--- src/inc/ras_pkg.sv ---
// package for the return address stack: register map, field layout, widths
// assumes a single core clock domain and a plain strobe register port
package ras_pkg;
    localparam int RAS_LEVEL_W = 5;
    localparam int RAS_PC_W = 21;
    localparam logic [RAS_LEVEL_W-1:0] RAS_LEVEL_MAX = 5'h1F;
    localparam logic [RAS_LEVEL_W-1:0] RAS_LEVEL_ZERO = 5'h00;
    localparam logic [RAS_PC_W-1:0] RAS_PC_STEP = 21'h000002;
    localparam int RAS_ADDR_W = 3;
    localparam logic [RAS_ADDR_W-1:0] RAS_REG_STACK_PTR = 3'h0;
    localparam logic [RAS_ADDR_W-1:0] RAS_REG_TOP_LOW = 3'h1;
    localparam logic [RAS_ADDR_W-1:0] RAS_REG_TOP_HIGH = 3'h2;
    localparam logic [RAS_ADDR_W-1:0] RAS_REG_TOP_UPPER = 3'h3;
    localparam logic [RAS_ADDR_W-1:0] RAS_REG_IRQ_STATUS = 3'h4;
    localparam logic [RAS_ADDR_W-1:0] RAS_REG_IRQ_MASK = 3'h5;
    localparam int RAS_BIT_FULL = 7;
    localparam int RAS_BIT_UNF = 6;
    localparam int RAS_IRQ_W = 2;
    localparam int RAS_IRQ_FULL = 1;
    localparam int RAS_IRQ_UNF = 0;
    localparam logic [7:0] RAS_BYTE_ZERO = 8'h00;
    typedef struct packed {
        logic push;
        logic pop;
        logic [RAS_PC_W-1:0] pc;
    } ras_core_req_t;
    typedef enum logic [1:0] {
        RAS_ST_RUN = 2'b00,
        RAS_ST_OVF_RESET = 2'b01
    } ras_state_t;
endpackage : ras_pkg

--- src/verilog/ras_return_stack.sv ---
// return address stack: 31 entries, level pointer, full/underflow flags
// assumes push and pop from the sequencer are one-cycle pulses, never together
// Behaviour
// - stack level ranges from 0 to 31
// - push increments level then stores; pop reads then decrements
// - any reset sets stack level to zero; the por input does not, it only clears the flags
// - software reads and writes stack level through stack pointer register
// - full flag sets after 31 pushes without a pop
// - full flag clears only by software or power-on reset
// - overflow reset enabled: 31st push stores pc plus two, sets full, resets
// - after overflow reset full flag stays set, level forced to zero
// - overflow reset disabled: 31st push sets full, level becomes 31
// - with overflow reset disabled further pushes ignored, level held 31
// - pop on empty stack returns zero, sets underflow, level stays zero
// - underflow flag stays set until software clear or power-on reset
// - underflow only redirects to zero; not a reset, registers untouched
// - top entry readable and writable via upper, high and low byte registers
// - software push increments level and stores current pc in new top; the register port has no push command, only the core can push
// - software pop discards top by decrementing level; no pop command exists, software writes a lower level to the stack pointer
// - full flag bit 7, underflow bit 6, clear-only, reset zero
// - level in bits 4..0, bit 5 reads zero
//
// Added by the designer: the strobed register port and the placing of the registers.
`timescale 1ns/100ps
`default_nettype none
module ras_return_stack #(
    parameter int DEPTH = 31
) (
    input wire logic clk_sys,
    input wire logic reset,
    input wire logic por,
    input wire logic clk_en,
    input wire logic overflow_reset_enable,
    input wire ras_pkg::ras_core_req_t core_req,
    input wire logic [ras_pkg::RAS_ADDR_W-1:0] reg_addr,
    input wire logic [7:0] reg_wdata,
    input wire logic reg_write,
    input wire logic reg_read,
    output logic [7:0] reg_rdata,
    output logic [ras_pkg::RAS_PC_W-1:0] pop_pc,
    output logic pop_valid,
    output logic device_reset_req,
    output logic irq
);
    logic [ras_pkg::RAS_PC_W-1:0] entry [1:DEPTH];
    logic [ras_pkg::RAS_LEVEL_W-1:0] stack_level;
    logic stack_full_flag;
    logic stack_underflow_flag;
    logic [ras_pkg::RAS_IRQ_W-1:0] irq_status;
    logic [ras_pkg::RAS_IRQ_W-1:0] irq_mask;
    ras_pkg::ras_state_t state;

    wire running = (state == ras_pkg::RAS_ST_RUN);
    wire at_top = (stack_level == ras_pkg::RAS_LEVEL_MAX);
    wire is_empty = (stack_level == ras_pkg::RAS_LEVEL_ZERO);
    wire last_slot = (stack_level == ras_pkg::RAS_LEVEL_MAX - 5'h01);
    wire do_push = clk_en && running && core_req.push && !at_top;
    wire do_pop = clk_en && running && core_req.pop && !core_req.push;
    wire push_fills = do_push && last_slot;
    wire ovf_reset = push_fills && overflow_reset_enable;
    wire pop_unf = do_pop && is_empty;
    wire [ras_pkg::RAS_LEVEL_W-1:0] level_up = stack_level + 5'h01;
    wire [ras_pkg::RAS_PC_W-1:0] push_value = ovf_reset ? core_req.pc + ras_pkg::RAS_PC_STEP : core_req.pc;
    wire sel_sp = (reg_addr == ras_pkg::RAS_REG_STACK_PTR);
    wire sel_lo = (reg_addr == ras_pkg::RAS_REG_TOP_LOW);
    wire sel_hi = (reg_addr == ras_pkg::RAS_REG_TOP_HIGH);
    wire sel_up = (reg_addr == ras_pkg::RAS_REG_TOP_UPPER);
    wire sel_ist = (reg_addr == ras_pkg::RAS_REG_IRQ_STATUS);
    wire sel_imk = (reg_addr == ras_pkg::RAS_REG_IRQ_MASK);
    wire wr_sp = clk_en && reg_write && sel_sp;
    wire wr_lo = clk_en && reg_write && sel_lo;
    wire wr_hi = clk_en && reg_write && sel_hi;
    wire wr_up = clk_en && reg_write && sel_up;
    wire wr_ist = clk_en && reg_write && sel_ist;
    wire wr_imk = clk_en && reg_write && sel_imk;
    wire [ras_pkg::RAS_PC_W-1:0] top_value = is_empty ? '0 : entry[stack_level];
    // writing zero clears, writing one keeps; a set in the same cycle wins
    wire next_full = push_fills | (stack_full_flag & ~(wr_sp & ~reg_wdata[ras_pkg::RAS_BIT_FULL]));
    wire next_unf = pop_unf | (stack_underflow_flag & ~(wr_sp & ~reg_wdata[ras_pkg::RAS_BIT_UNF]));
    wire [ras_pkg::RAS_IRQ_W-1:0] irq_set = {push_fills, pop_unf};
    wire [ras_pkg::RAS_IRQ_W-1:0] next_irq_status = irq_set | (irq_status & ~({ras_pkg::RAS_IRQ_W{wr_ist}} &
        reg_wdata[ras_pkg::RAS_IRQ_W-1:0]));
    wire [ras_pkg::RAS_PC_W-1:0] pc_bytes_lo = {top_value[20:8], reg_wdata};
    wire [ras_pkg::RAS_PC_W-1:0] pc_bytes_hi = {top_value[20:16], reg_wdata, top_value[7:0]};
    wire [ras_pkg::RAS_PC_W-1:0] pc_bytes_up = {reg_wdata[4:0], top_value[15:0]};
    wire [7:0] sp_view = {stack_full_flag, stack_underflow_flag, 1'b0, stack_level};
    wire [7:0] next_rdata = sel_sp ? sp_view :
        sel_lo ? top_value[7:0] :
        sel_hi ? top_value[15:8] :
        sel_up ? {3'h0, top_value[20:16]} :
        sel_ist ? {6'h00, irq_status} :
        sel_imk ? {6'h00, irq_mask} : ras_pkg::RAS_BYTE_ZERO;

    // stack level: the overflow-reset state holds it at zero for one cycle unless software writes the stack pointer
    always_ff @(posedge clk_sys or posedge reset)
    begin
        if (reset)
            stack_level <= ras_pkg::RAS_LEVEL_ZERO;
        else if (clk_en)
        begin
            if (ovf_reset)
                stack_level <= ras_pkg::RAS_LEVEL_ZERO;
            else if (do_push)
                stack_level <= level_up;
            else if (do_pop && !is_empty)
                stack_level <= stack_level - 5'h01;
            else if (wr_sp)
                stack_level <= reg_wdata[ras_pkg::RAS_LEVEL_W-1:0];
        end
    end

    // entries are plain storage, not reset: contents survive an underflow
    genvar gi;
    generate
        for (gi = 1; gi <= DEPTH; gi++)
        begin : g_entry
            wire here = (stack_level == ras_pkg::RAS_LEVEL_W'(gi));
            wire push_here = do_push && (level_up == ras_pkg::RAS_LEVEL_W'(gi));
            always_ff @(posedge clk_sys)
            begin
                if (push_here)
                    entry[gi] <= push_value;
                else if (here && wr_lo)
                    entry[gi] <= pc_bytes_lo;
                else if (here && wr_hi)
                    entry[gi] <= pc_bytes_hi;
                else if (here && wr_up)
                    entry[gi] <= pc_bytes_up;
            end
        end
    endgenerate

    // flags survive the device reset; only por or a software write of zero clears them
    always_ff @(posedge clk_sys or posedge por)
    begin
        if (por)
        begin
            stack_full_flag <= 1'b0;
            stack_underflow_flag <= 1'b0;
        end
        else if (clk_en)
        begin
            stack_full_flag <= next_full;
            stack_underflow_flag <= next_unf;
        end
    end

    always_ff @(posedge clk_sys or posedge reset)
    begin
        if (reset)
            state <= ras_pkg::RAS_ST_RUN;
        else if (clk_en)
        begin
            case (state)
                ras_pkg::RAS_ST_RUN:
                    state <= ovf_reset ? ras_pkg::RAS_ST_OVF_RESET : ras_pkg::RAS_ST_RUN;
                ras_pkg::RAS_ST_OVF_RESET:
                    state <= ras_pkg::RAS_ST_RUN;
                default:
                    state <= ras_pkg::RAS_ST_RUN;
            endcase
        end
    end

    always_ff @(posedge clk_sys or posedge reset)
    begin
        if (reset)
        begin
            pop_pc <= '0;
            pop_valid <= 1'b0;
            device_reset_req <= 1'b0;
            reg_rdata <= ras_pkg::RAS_BYTE_ZERO;
            irq_status <= '0;
            irq_mask <= '0;
            irq <= 1'b0;
        end
        else if (clk_en)
        begin
            pop_pc <= do_pop ? top_value : pop_pc;
            pop_valid <= do_pop;
            device_reset_req <= ovf_reset;
            reg_rdata <= reg_read ? next_rdata : ras_pkg::RAS_BYTE_ZERO;
            irq_status <= next_irq_status;
            irq_mask <= wr_imk ? reg_wdata[ras_pkg::RAS_IRQ_W-1:0] : irq_mask;
            irq <= |(next_irq_status & (wr_imk ? reg_wdata[ras_pkg::RAS_IRQ_W-1:0] : irq_mask));
        end
    end

    level_range_a: assert property (
        @(posedge clk_sys) disable iff (reset)
        (clk_en && at_top && !core_req.pop && !wr_sp)
        |=> at_top
    ) else $error("stack level left its ceiling");

    push_inc_a: assert property (
        @(posedge clk_sys) disable iff (reset)
        (do_push && !ovf_reset)
        |=> stack_level == $past(stack_level) + 5'h01
    ) else $error("push did not step");

    pop_dec_a: assert property (
        @(posedge clk_sys) disable iff (reset)
        (do_pop && !is_empty)
        |=> stack_level == $past(stack_level) - 5'h01
    ) else $error("pop did not step");

    freeze_a: assert property (
        @(posedge clk_sys) disable iff (reset)
        !clk_en
        |=> stack_level == $past(stack_level) && state == $past(state)
    ) else $error("state moved while frozen");

    reset_level_a: assert property (
        @(posedge clk_sys) disable iff (reset)
        $past(reset)
        |-> stack_level == ras_pkg::RAS_LEVEL_ZERO
    ) else $error("level not zero after reset");

    sp_write_a: assert property (
        @(posedge clk_sys) disable iff (reset)
        (wr_sp && !do_push && !do_pop)
        |=> stack_level == $past(reg_wdata[ras_pkg::RAS_LEVEL_W-1:0])
    ) else $error("level write lost");

    sp_read_a: assert property (
        @(posedge clk_sys) disable iff (reset)
        (clk_en && reg_read && sel_sp)
        |=> reg_rdata[ras_pkg::RAS_LEVEL_W-1:0] == $past(stack_level)
    ) else $error("level read wrong");

    full_sets_a: assert property (
        @(posedge clk_sys) disable iff (reset || por)
        push_fills
        |=> stack_full_flag
    ) else $error("full flag not set");

    full_stick_a: assert property (
        @(posedge clk_sys) disable iff (reset || por)
        (stack_full_flag && !wr_sp)
        |=> stack_full_flag
    ) else $error("full flag dropped");

    full_clear_a: assert property (
        @(posedge clk_sys) disable iff (reset || por)
        (wr_sp && !reg_wdata[ras_pkg::RAS_BIT_FULL] && !push_fills)
        |=> !stack_full_flag
    ) else $error("full flag not cleared");

    ovf_entry_a: assert property (
        @(posedge clk_sys) disable iff (reset)
        ovf_reset
        |=> entry[DEPTH] == $past(core_req.pc) + ras_pkg::RAS_PC_STEP
    ) else $error("overflow entry wrong");

    ovf_reset_a: assert property (
        @(posedge clk_sys) disable iff (reset || por)
        ovf_reset
        |=> device_reset_req && stack_level == ras_pkg::RAS_LEVEL_ZERO && stack_full_flag
    ) else $error("overflow reset wrong");

    ovf_hold_a: assert property (
        @(posedge clk_sys) disable iff (reset)
        ovf_reset
        |=> !running
    ) else $error("overflow state missed");

    sat_full_a: assert property (
        @(posedge clk_sys) disable iff (reset || por)
        (push_fills && !overflow_reset_enable)
        |=> at_top && stack_full_flag && !device_reset_req
    ) else $error("saturating fill wrong");

    sat_hold_a: assert property (
        @(posedge clk_sys) disable iff (reset)
        (clk_en && at_top && core_req.push && !wr_sp)
        |=> at_top
    ) else $error("level left 31");

    sat_entry_a: assert property (
        @(posedge clk_sys) disable iff (reset)
        (clk_en && at_top && core_req.push && !reg_write)
        |=> entry[DEPTH] == $past(entry[DEPTH])
    ) else $error("saturated entry overwritten");

    underflow_a: assert property (
        @(posedge clk_sys) disable iff (reset || por)
        pop_unf
        |=> pop_valid && pop_pc == '0 && stack_underflow_flag && is_empty
    ) else $error("underflow handling wrong");

    unf_stick_a: assert property (
        @(posedge clk_sys) disable iff (reset || por)
        (stack_underflow_flag && !wr_sp)
        |=> stack_underflow_flag
    ) else $error("underflow flag dropped");

    unf_clear_a: assert property (
        @(posedge clk_sys) disable iff (reset || por)
        (wr_sp && !reg_wdata[ras_pkg::RAS_BIT_UNF] && !pop_unf)
        |=> !stack_underflow_flag
    ) else $error("underflow flag not cleared");

    unf_no_reset_a: assert property (
        @(posedge clk_sys) disable iff (reset)
        pop_unf
        |=> !device_reset_req
    ) else $error("underflow reset device");

    unf_regs_a: assert property (
        @(posedge clk_sys) disable iff (reset || por)
        (pop_unf && !reg_write)
        |=> irq_mask == $past(irq_mask) && stack_full_flag == $past(stack_full_flag)
    ) else $error("underflow touched registers");

    top_low_a: assert property (
        @(posedge clk_sys) disable iff (reset)
        (clk_en && reg_read && sel_lo)
        |=> reg_rdata == $past(top_value[7:0])
    ) else $error("top low byte read wrong");

    top_write_a: assert property (
        @(posedge clk_sys) disable iff (reset)
        (wr_lo && !is_empty && !do_push && !do_pop)
        |=> top_value[7:0] == $past(reg_wdata)
    ) else $error("top low byte write lost");

    push_store_a: assert property (
        @(posedge clk_sys) disable iff (reset)
        (do_push && !ovf_reset)
        |=> top_value == $past(core_req.pc)
    ) else $error("pushed pc not on top");

    pop_out_a: assert property (
        @(posedge clk_sys) disable iff (reset)
        (do_pop && !is_empty)
        |=> pop_valid && pop_pc == $past(top_value)
    ) else $error("popped value wrong");

    flag_bits_a: assert property (
        @(posedge clk_sys) disable iff (reset || por)
        (clk_en && reg_read && sel_sp)
        |=> reg_rdata[ras_pkg::RAS_BIT_FULL] == $past(stack_full_flag) && reg_rdata[ras_pkg::RAS_BIT_UNF] == $past(stack_underflow_flag)
    ) else $error("flag bits misplaced");

    bit5_zero_a: assert property (
        @(posedge clk_sys) disable iff (reset)
        (clk_en && reg_read && sel_sp)
        |=> !reg_rdata[5]
    ) else $error("bit 5 set");

    flag_one_a: assert property (
        @(posedge clk_sys) disable iff (reset || por)
        (stack_full_flag && wr_sp && reg_wdata[ras_pkg::RAS_BIT_FULL])
        |=> stack_full_flag
    ) else $error("flag cleared by one");

    unf_one_a: assert property (
        @(posedge clk_sys) disable iff (reset || por)
        (stack_underflow_flag && wr_sp && reg_wdata[ras_pkg::RAS_BIT_UNF])
        |=> stack_underflow_flag
    ) else $error("underflow flag cleared by one");

    fill_c: cover property (
        @(posedge clk_sys) disable iff (reset)
        push_fills);

    ovf_c: cover property (
        @(posedge clk_sys) disable iff (reset)
        ovf_reset);

    sat_c: cover property (
        @(posedge clk_sys) disable iff (reset)
        clk_en && at_top && core_req.push && !overflow_reset_enable);

    unf_c: cover property (
        @(posedge clk_sys) disable iff (reset)
        pop_unf);

    irq_c: cover property (
        @(posedge clk_sys) disable iff (reset)
        irq);
endmodule : ras_return_stack
`default_nettype wire

--- config.mk ---
export PLATFORM = sky130hd
export DESIGN_NAME = ras_return_stack
export DESIGN_NICKNAME = d
export VERILOG_FILES = /design/src/inc/ras_pkg.sv /design/src/verilog/ras_return_stack.sv
export SDC_FILE = /design/constraint.sdc
export NUM_CORES = 2
export LEC_CHECK = 0
export ABC_AREA = 1
export BUFFER_PORTS_ARGS = -buffer_cell sky130_fd_sc_hd__buf_2
export CELL_PAD_IN_SITES_DETAIL_PLACEMENT = 1
export CELL_PAD_IN_SITES_GLOBAL_PLACEMENT = 2
export CORE_AREA = 8 8 348 350
export CTS_CLUSTER_DIAMETER = 30
export CTS_CLUSTER_SIZE = 14
export DETAILED_ROUTE_END_ITERATION = 8
export DIE_AREA = 0 0 356 358
export PLACE_DENSITY_LB_ADDON = 0.1
export SLEW_MARGIN = 30
export SYNTH_ARGS = -nofsm -noshare
export SYNTH_HDL_FRONTEND = slang
export SYNTH_SLANG_ARGS = --single-unit
--- constraint.sdc ---
create_clock -name clk_sys -period 10.5 [get_ports clk_sys]
set_input_delay 1.05 -clock clk_sys [delete_from_list [all_inputs] [get_ports clk_sys]]
set_output_delay 1.05 -clock clk_sys [all_outputs]
set_load 0.03 [all_outputs]
**Word-level counts from Yosys, hierarchy flattened**

Memories as Yosys holds them, arrays and structs flattened.
Cells that the tools add are included.

- Latch bits: 0
- Memories: 1
- Register bits: 45
- Input bits: 41
- Logic and storage cells: 999
- Bits in read-only memories: 0
- Memory bits (writable): 651
- Output and inout port bits: 32

Memory list:

| name | depth | bits a word | read ports | clocked after memory_dff | wr ports | RTL line | text |
|---|---|---|---|---|---|---|---|
| entry | 31 | 21 | 1 | 0 | 2 | ras_return_stack.sv:45 | `logic [ras_pkg::RAS_PC_W-1:0] entry [1:DEPTH];` |

- Reductions and logical operators: 179
- Divide/modulo/power cells: 0
- Mux-type cells: 630
- Equality and inequality tests: 67
- $mul: 0
- Shifts and indexed selects: 0
- Bitwise operators: 108
- Order comparisons: 0
- Add/subtract/negate cells: 3

Operators by type and width:

| cell | count |
|---|---|
| $mux W21 | 124 |
| $reduce_or A21 Y1 | 29 |
| $mux W1 | 465 |
| $mux W5 | 34 |
| $eq A5 B5 Y1 const B | 32 |
| $logic_and A1 B1 Y1 | 140 |
| $or A1 B1 Y1 | 95 |
| $eq A5 B4 Y1 const B | 16 |
| $eq A5 B3 Y1 const B | 8 |
| $mux W8 | 4 |
| $add A21 B2 Y21 const B | 1 |
| $eq A5 B2 Y1 const B | 4 |
| $eq A5 B1 Y1 const B | 2 |
| $and A2 B2 Y2 | 3 |
| $eq A3 B2 Y1 const B | 2 |
| $eq A3 B3 Y1 const B | 2 |
| $mux W2 | 3 |
| $add A5 B1 Y5 const B | 1 |
| $logic_not A5 Y1 | 1 |
| $sub A5 B1 Y5 const B | 1 |
| $and A1 B1 Y1 | 4 |
| $not A1 Y1 | 4 |
| $reduce_and A2 Y1 | 2 |
| $reduce_bool A4 Y1 | 1 |
| 7 further kinds | 9 |

**Longest topological paths before layout**

- Word-level depth: 26
- Mapped depth: 20
- Gate-level depth less buffers: 18

**Worst setup path after synthesis**

OpenSTA, ideal clock, no wires.

- Path type: register -> register
- Start point: register stack_level[1] (netlist bit)
- End point: memory entry[9][0] (netlist bit) (enable)
- Setup slack: 6.824 ns
- Arrival time: 3.214 ns
- Required time: 10.038 ns
- Library setup time: 0.462 ns
- Stages on the path, launching flop included: 18
- Buffers on the path: 6
- Period minus slack after synthesis: 3.676 ns
- Cells stage by stage: dfrtp_1 -> buf_4 -> inv_2 -> buf_4 -> buf_2 -> buf_4 -> buf_2 -> ha_1 -> inv_1 -> nor3_1 -> inv_1 -> nor2_1 -> inv_1 -> nand2_1 -> nor2_1 -> nor2_2 -> buf_2 -> nand3_1

RTL lines:

| what | RTL line | text |
|---|---|---|
| from (decl) | ras_return_stack.sv:46 | `logic [ras_pkg::RAS_LEVEL_W-1:0] stack_level;` |
| from (signal assigned) | ras_return_stack.sv:98 | `stack_level <= ras_pkg::RAS_LEVEL_ZERO;` |
| from (signal assigned) | ras_return_stack.sv:102 | `stack_level <= ras_pkg::RAS_LEVEL_ZERO;` |
| from (signal assigned) | ras_return_stack.sv:104 | `stack_level <= level_up;` |
| to (decl) | ras_return_stack.sv:45 |  |

==> flow_summary.json <==
{
  "wl_um": 236000,
  "ys_warn_count": 0,
  "ant_nets": 0,
  "drv_slew": 0,
  "drt-vias-per-instance": 6.04,
  "syn_to_final_growth_pct": 18.4,
  "worstMarginPinSlew_ns": 1.06,
  "path_clk_slew_ns": 0.04,
  "clk_latency_ns": 0.82,
  "cts_tree": "yes",
  "hold_buffers": 0,
  "die_w_um": 356,
  "dp_slack_ns": 4.04,
  "coreArea_mm2": 0.115,
  "vias": 49146,
  "cpLargestDelayFamily": "buffers and inverters",
  "setup_viol_count_final": 0,
  "antenna_found_initial": 9,
  "first_global_vias": 49599,
  "outcome": "finished clean",
  "drive_gt1_share_pct": 10.3,
  "wl_per_cell_um": 29.0,
  "drv_cap": 0,
  "die_area_mm2": 0.127,
  "slew_headroom_pct": 29.1,
  "cp.required_ns": 11.16,
  "cts-htree-levels": 4,
  "seq_area_frac_synth_pct": 45.0,
  "grt_remaining_overflow": 0,
  "slowest_delay_ns": 0.71,
  "vdd_ir_drop_max_v": 0.000174,
  "rsz0062_at_grt": "no",
  "finalCriticalPeriod_ns": 6.71,
  "fin_nets": 6477,
  "fmax_mhz": 149,
  "hp-class": "primary input to asynchronous set/reset pin",
  "slowest_stage": "nand2_1",
  "yosysUniqueCellTypes": 47,
  "cts_resized": 0,
  "grt_usage_pct": 36.1,
  "dp_hpwl_um": 153000,
  "post_cts_buffers": 0,
  "cts_inserted_buffers": 200,
  "port-buffer-count": 72,
  "hold_viol": 0,
  "grt_pass1_wl_um": 339000,
  "syn-num-nets": 6524,
  "rows": 125,
  "num_io_pins": 73,
  "setup.worst_path.start_class": "register",
  "drtIter0Drc": 5202,
  "critPathKind": "register to register",
  "place.gp.congestion": 0.952,
  "grt_max_degree": 128,
  "avgSynthCellArea_um2": 7.09,
  "layout_worst_path_cycle_share_pct": 63.9,
  "worst-path-buf-inv": 6,
  "cp_cell_sequence": "buf_4 -> buf_4 -> inv_8 -> ha_1 -> inv_2 -> nor3_4 -> nand3_2 -> inv_2 -> nand2_2 -> nand2_1 -> buf_4 -> nor2_1 -> o21ai_0",
  "fin_tns_setup_ns": 0,
  "clk_path_buf_depth": 3,
  "synth_cells": 6474,
  "power_density_mw_per_mm2": 242,
  "fillCellCount": 14356,
  "synth_area_mm2": 0.0459,
  "crit_path_end_kind": "register",
  "root_buffer": "clkbuf_16",
  "fin_ws_ns": 3.79,
  "worstPathMaxFanout": 67,
  "leakage_uw": 0.0241,
  "drc": 0,
  "start_util_pct": 39.8,
  "worst_path_most_repeated_cell": "buf_4",
  "fin_skew_ns": 0.0349,
  "drt_pass1_iterations": 6,
  "critPathArrivalTime_ns": 7.37,
  "ys_seq_elements": 695,
  "die_y_um": 358,
  "cts.sinks": 695
}
==> routing by layer <==
metal  up-vias  part of all wire (%)  global-route usage (%)
li1      21356                     -                       -
met1     24227                    39                    45.5
met2      2756                    44                    56.9
met3       803                   9.6                    7.65
met4         4                   6.7                    21.6
met5         -                 0.011                       0
==> layout by cell type, fill, tap and decap left out, drive strengths merged, types with 35 or more instances in the layout <==
cell type	Yosys	final
nand3	253	253
nand4	48	48
clkbuf	222	241
dfrtp	44	44
o211ai	117	117
a21oi	168	168
inv	399	405
bufinv	0	35
nand2	2533	2533
edfxtp	651	651
o22ai	65	65
nor2	674	674
o21ai	929	929
clkinv	4	86
buf	240	213
==> logic make-up after synthesis <==
group / count (synthesis) / synth area share, %
buffers and inverters: 865 / 8.12
flip-flops: 695 / 45.0
XOR/XNOR: 22 / 0.485
AND/OR/NAND/NOR: 3554 / 30.6
AO/OA/AOI/OAI: 1329 / 15.6
adder cells (fa/ha/maj): 9 / 0.245
==> path summary, 6_finish.rpt <==
kind	start	slack, ns	end	cells past startpoint
min	por	0.17	stack_underflow_flag$_DFFE_PP0P_	2
max reg2reg	stack_level[0]$_DFFE_PP0P_	3.79	entry[31][20]$_DFFE_PP_	13
max	stack_level[0]$_DFFE_PP0P_	3.79	entry[31][20]$_DFFE_PP_	13
min in group clk_sys	pop_pc[7]$_DFFE_PP0P_	0.48	pop_pc[7]$_DFFE_PP0P_	2
max in group asynchronous	reset	9.32	stack_level[0]$_DFFE_PP0P_	3
min reg2reg	pop_pc[7]$_DFFE_PP0P_	0.48	pop_pc[7]$_DFFE_PP0P_	2
==> report_power, final <==
part           total (µW)  internal [µW]  leakage, µW  switching (µW)
sequential           3270           3180      0.00642            91.0
combinational        3550            631       0.0143            2920
clock                6360           4400      0.00339            1970
total               13200           8210       0.0241            4970
==> area by class of cell <==
class	instances	area (µm²)	share of cell area [%]
Multi-Input combinational cell	4914	21800	40.1
Sequential cell	695	20700	38.0
Clock buffer	241	5260	9.68
Tap cell	1524	1910	3.51
Clock inverter	138	1750	3.21
Inverter	403	1530	2.82
Timing Repair Buffer	213	1450	2.67
Antenna cell	4	10.0	0.0184
==> worst register-to-register path, cell delays in order (launching register included) <==
cell and delay, ns:
dfrtp_4 0.62, buf_4 0.37, buf_4 0.51, inv_8 0.59
ha_1 0.68, inv_2 0.30, nor3_4 0.37, nand3_2 0.67
inv_2 0.64, nand2_2 0.40, nand2_1 0.72, buf_4 0.44
nor2_1 0.10, o21ai_0 0.16
==> synthesized netlist by cell type (all sizes together) <==
| cell | number | area (µm²) |
|---|---|---|
| nand2 | 2533 | 9560 |
| o21ai | 929 | 4660 |
| nor2 | 674 | 2620 |
| edfxtp | 651 | 19500 |
| inv | 399 | 1500 |
| nand3 | 253 | 1300 |
| buf | 240 | 1380 |
| clkbuf | 222 | 835 |
| a21oi | 168 | 848 |
| o211ai | 117 | 878 |
| o22ai | 65 | 407 |
| nand4 | 48 | 300 |
| dfrtp | 44 | 1100 |
| a22oi | 31 | 233 |
| nor3 | 31 | 171 |
| xor2 | 16 | 170 |
| a31oi | 9 | 56.3 |
| ha | 9 | 113 |
| nand3b | 8 | 60.1 |
| xnor2 | 6 | 52.6 |
| clkinv | 4 | 15.0 |
| o21a | 4 | 30.0 |
| or2 | 3 | 18.8 |
| nor4 | 2 | 12.5 |
| o221ai | 2 | 17.5 |
| a21boi | 1 | 7.51 |
| a21o | 1 | 7.51 |
| and3 | 1 | 6.26 |
| nor3b | 1 | 7.51 |
| o21bai | 1 | 7.51 |
| o31ai | 1 | 7.51 |
==> state kept, by name, summed over array words and instances, names as in the netlist, 2 cells and up <==
name / count
pop_pc: 21
irq_status: 2
stack_level: 5
reg_rdata: 8
entry: 651
irq_mask: 2
==> through the flow <==
step	power (µW)	hold slack (ns)	area, µm²	utilization, %	std cells
final	13200	0.172	54400	47.1	8132
after global routing	13400	0.167	54400	47.1	8128
after CTS	13100	0.142	54300	47.1	8128
after detailed placement	6710	0.469	47300	41.0	7749
after global placement	6670	0.460	47300	41.0	7747
after floorplan	5130	0.458	45900	-	6474
Note: power is estimated with default switching activity, not from simulation.
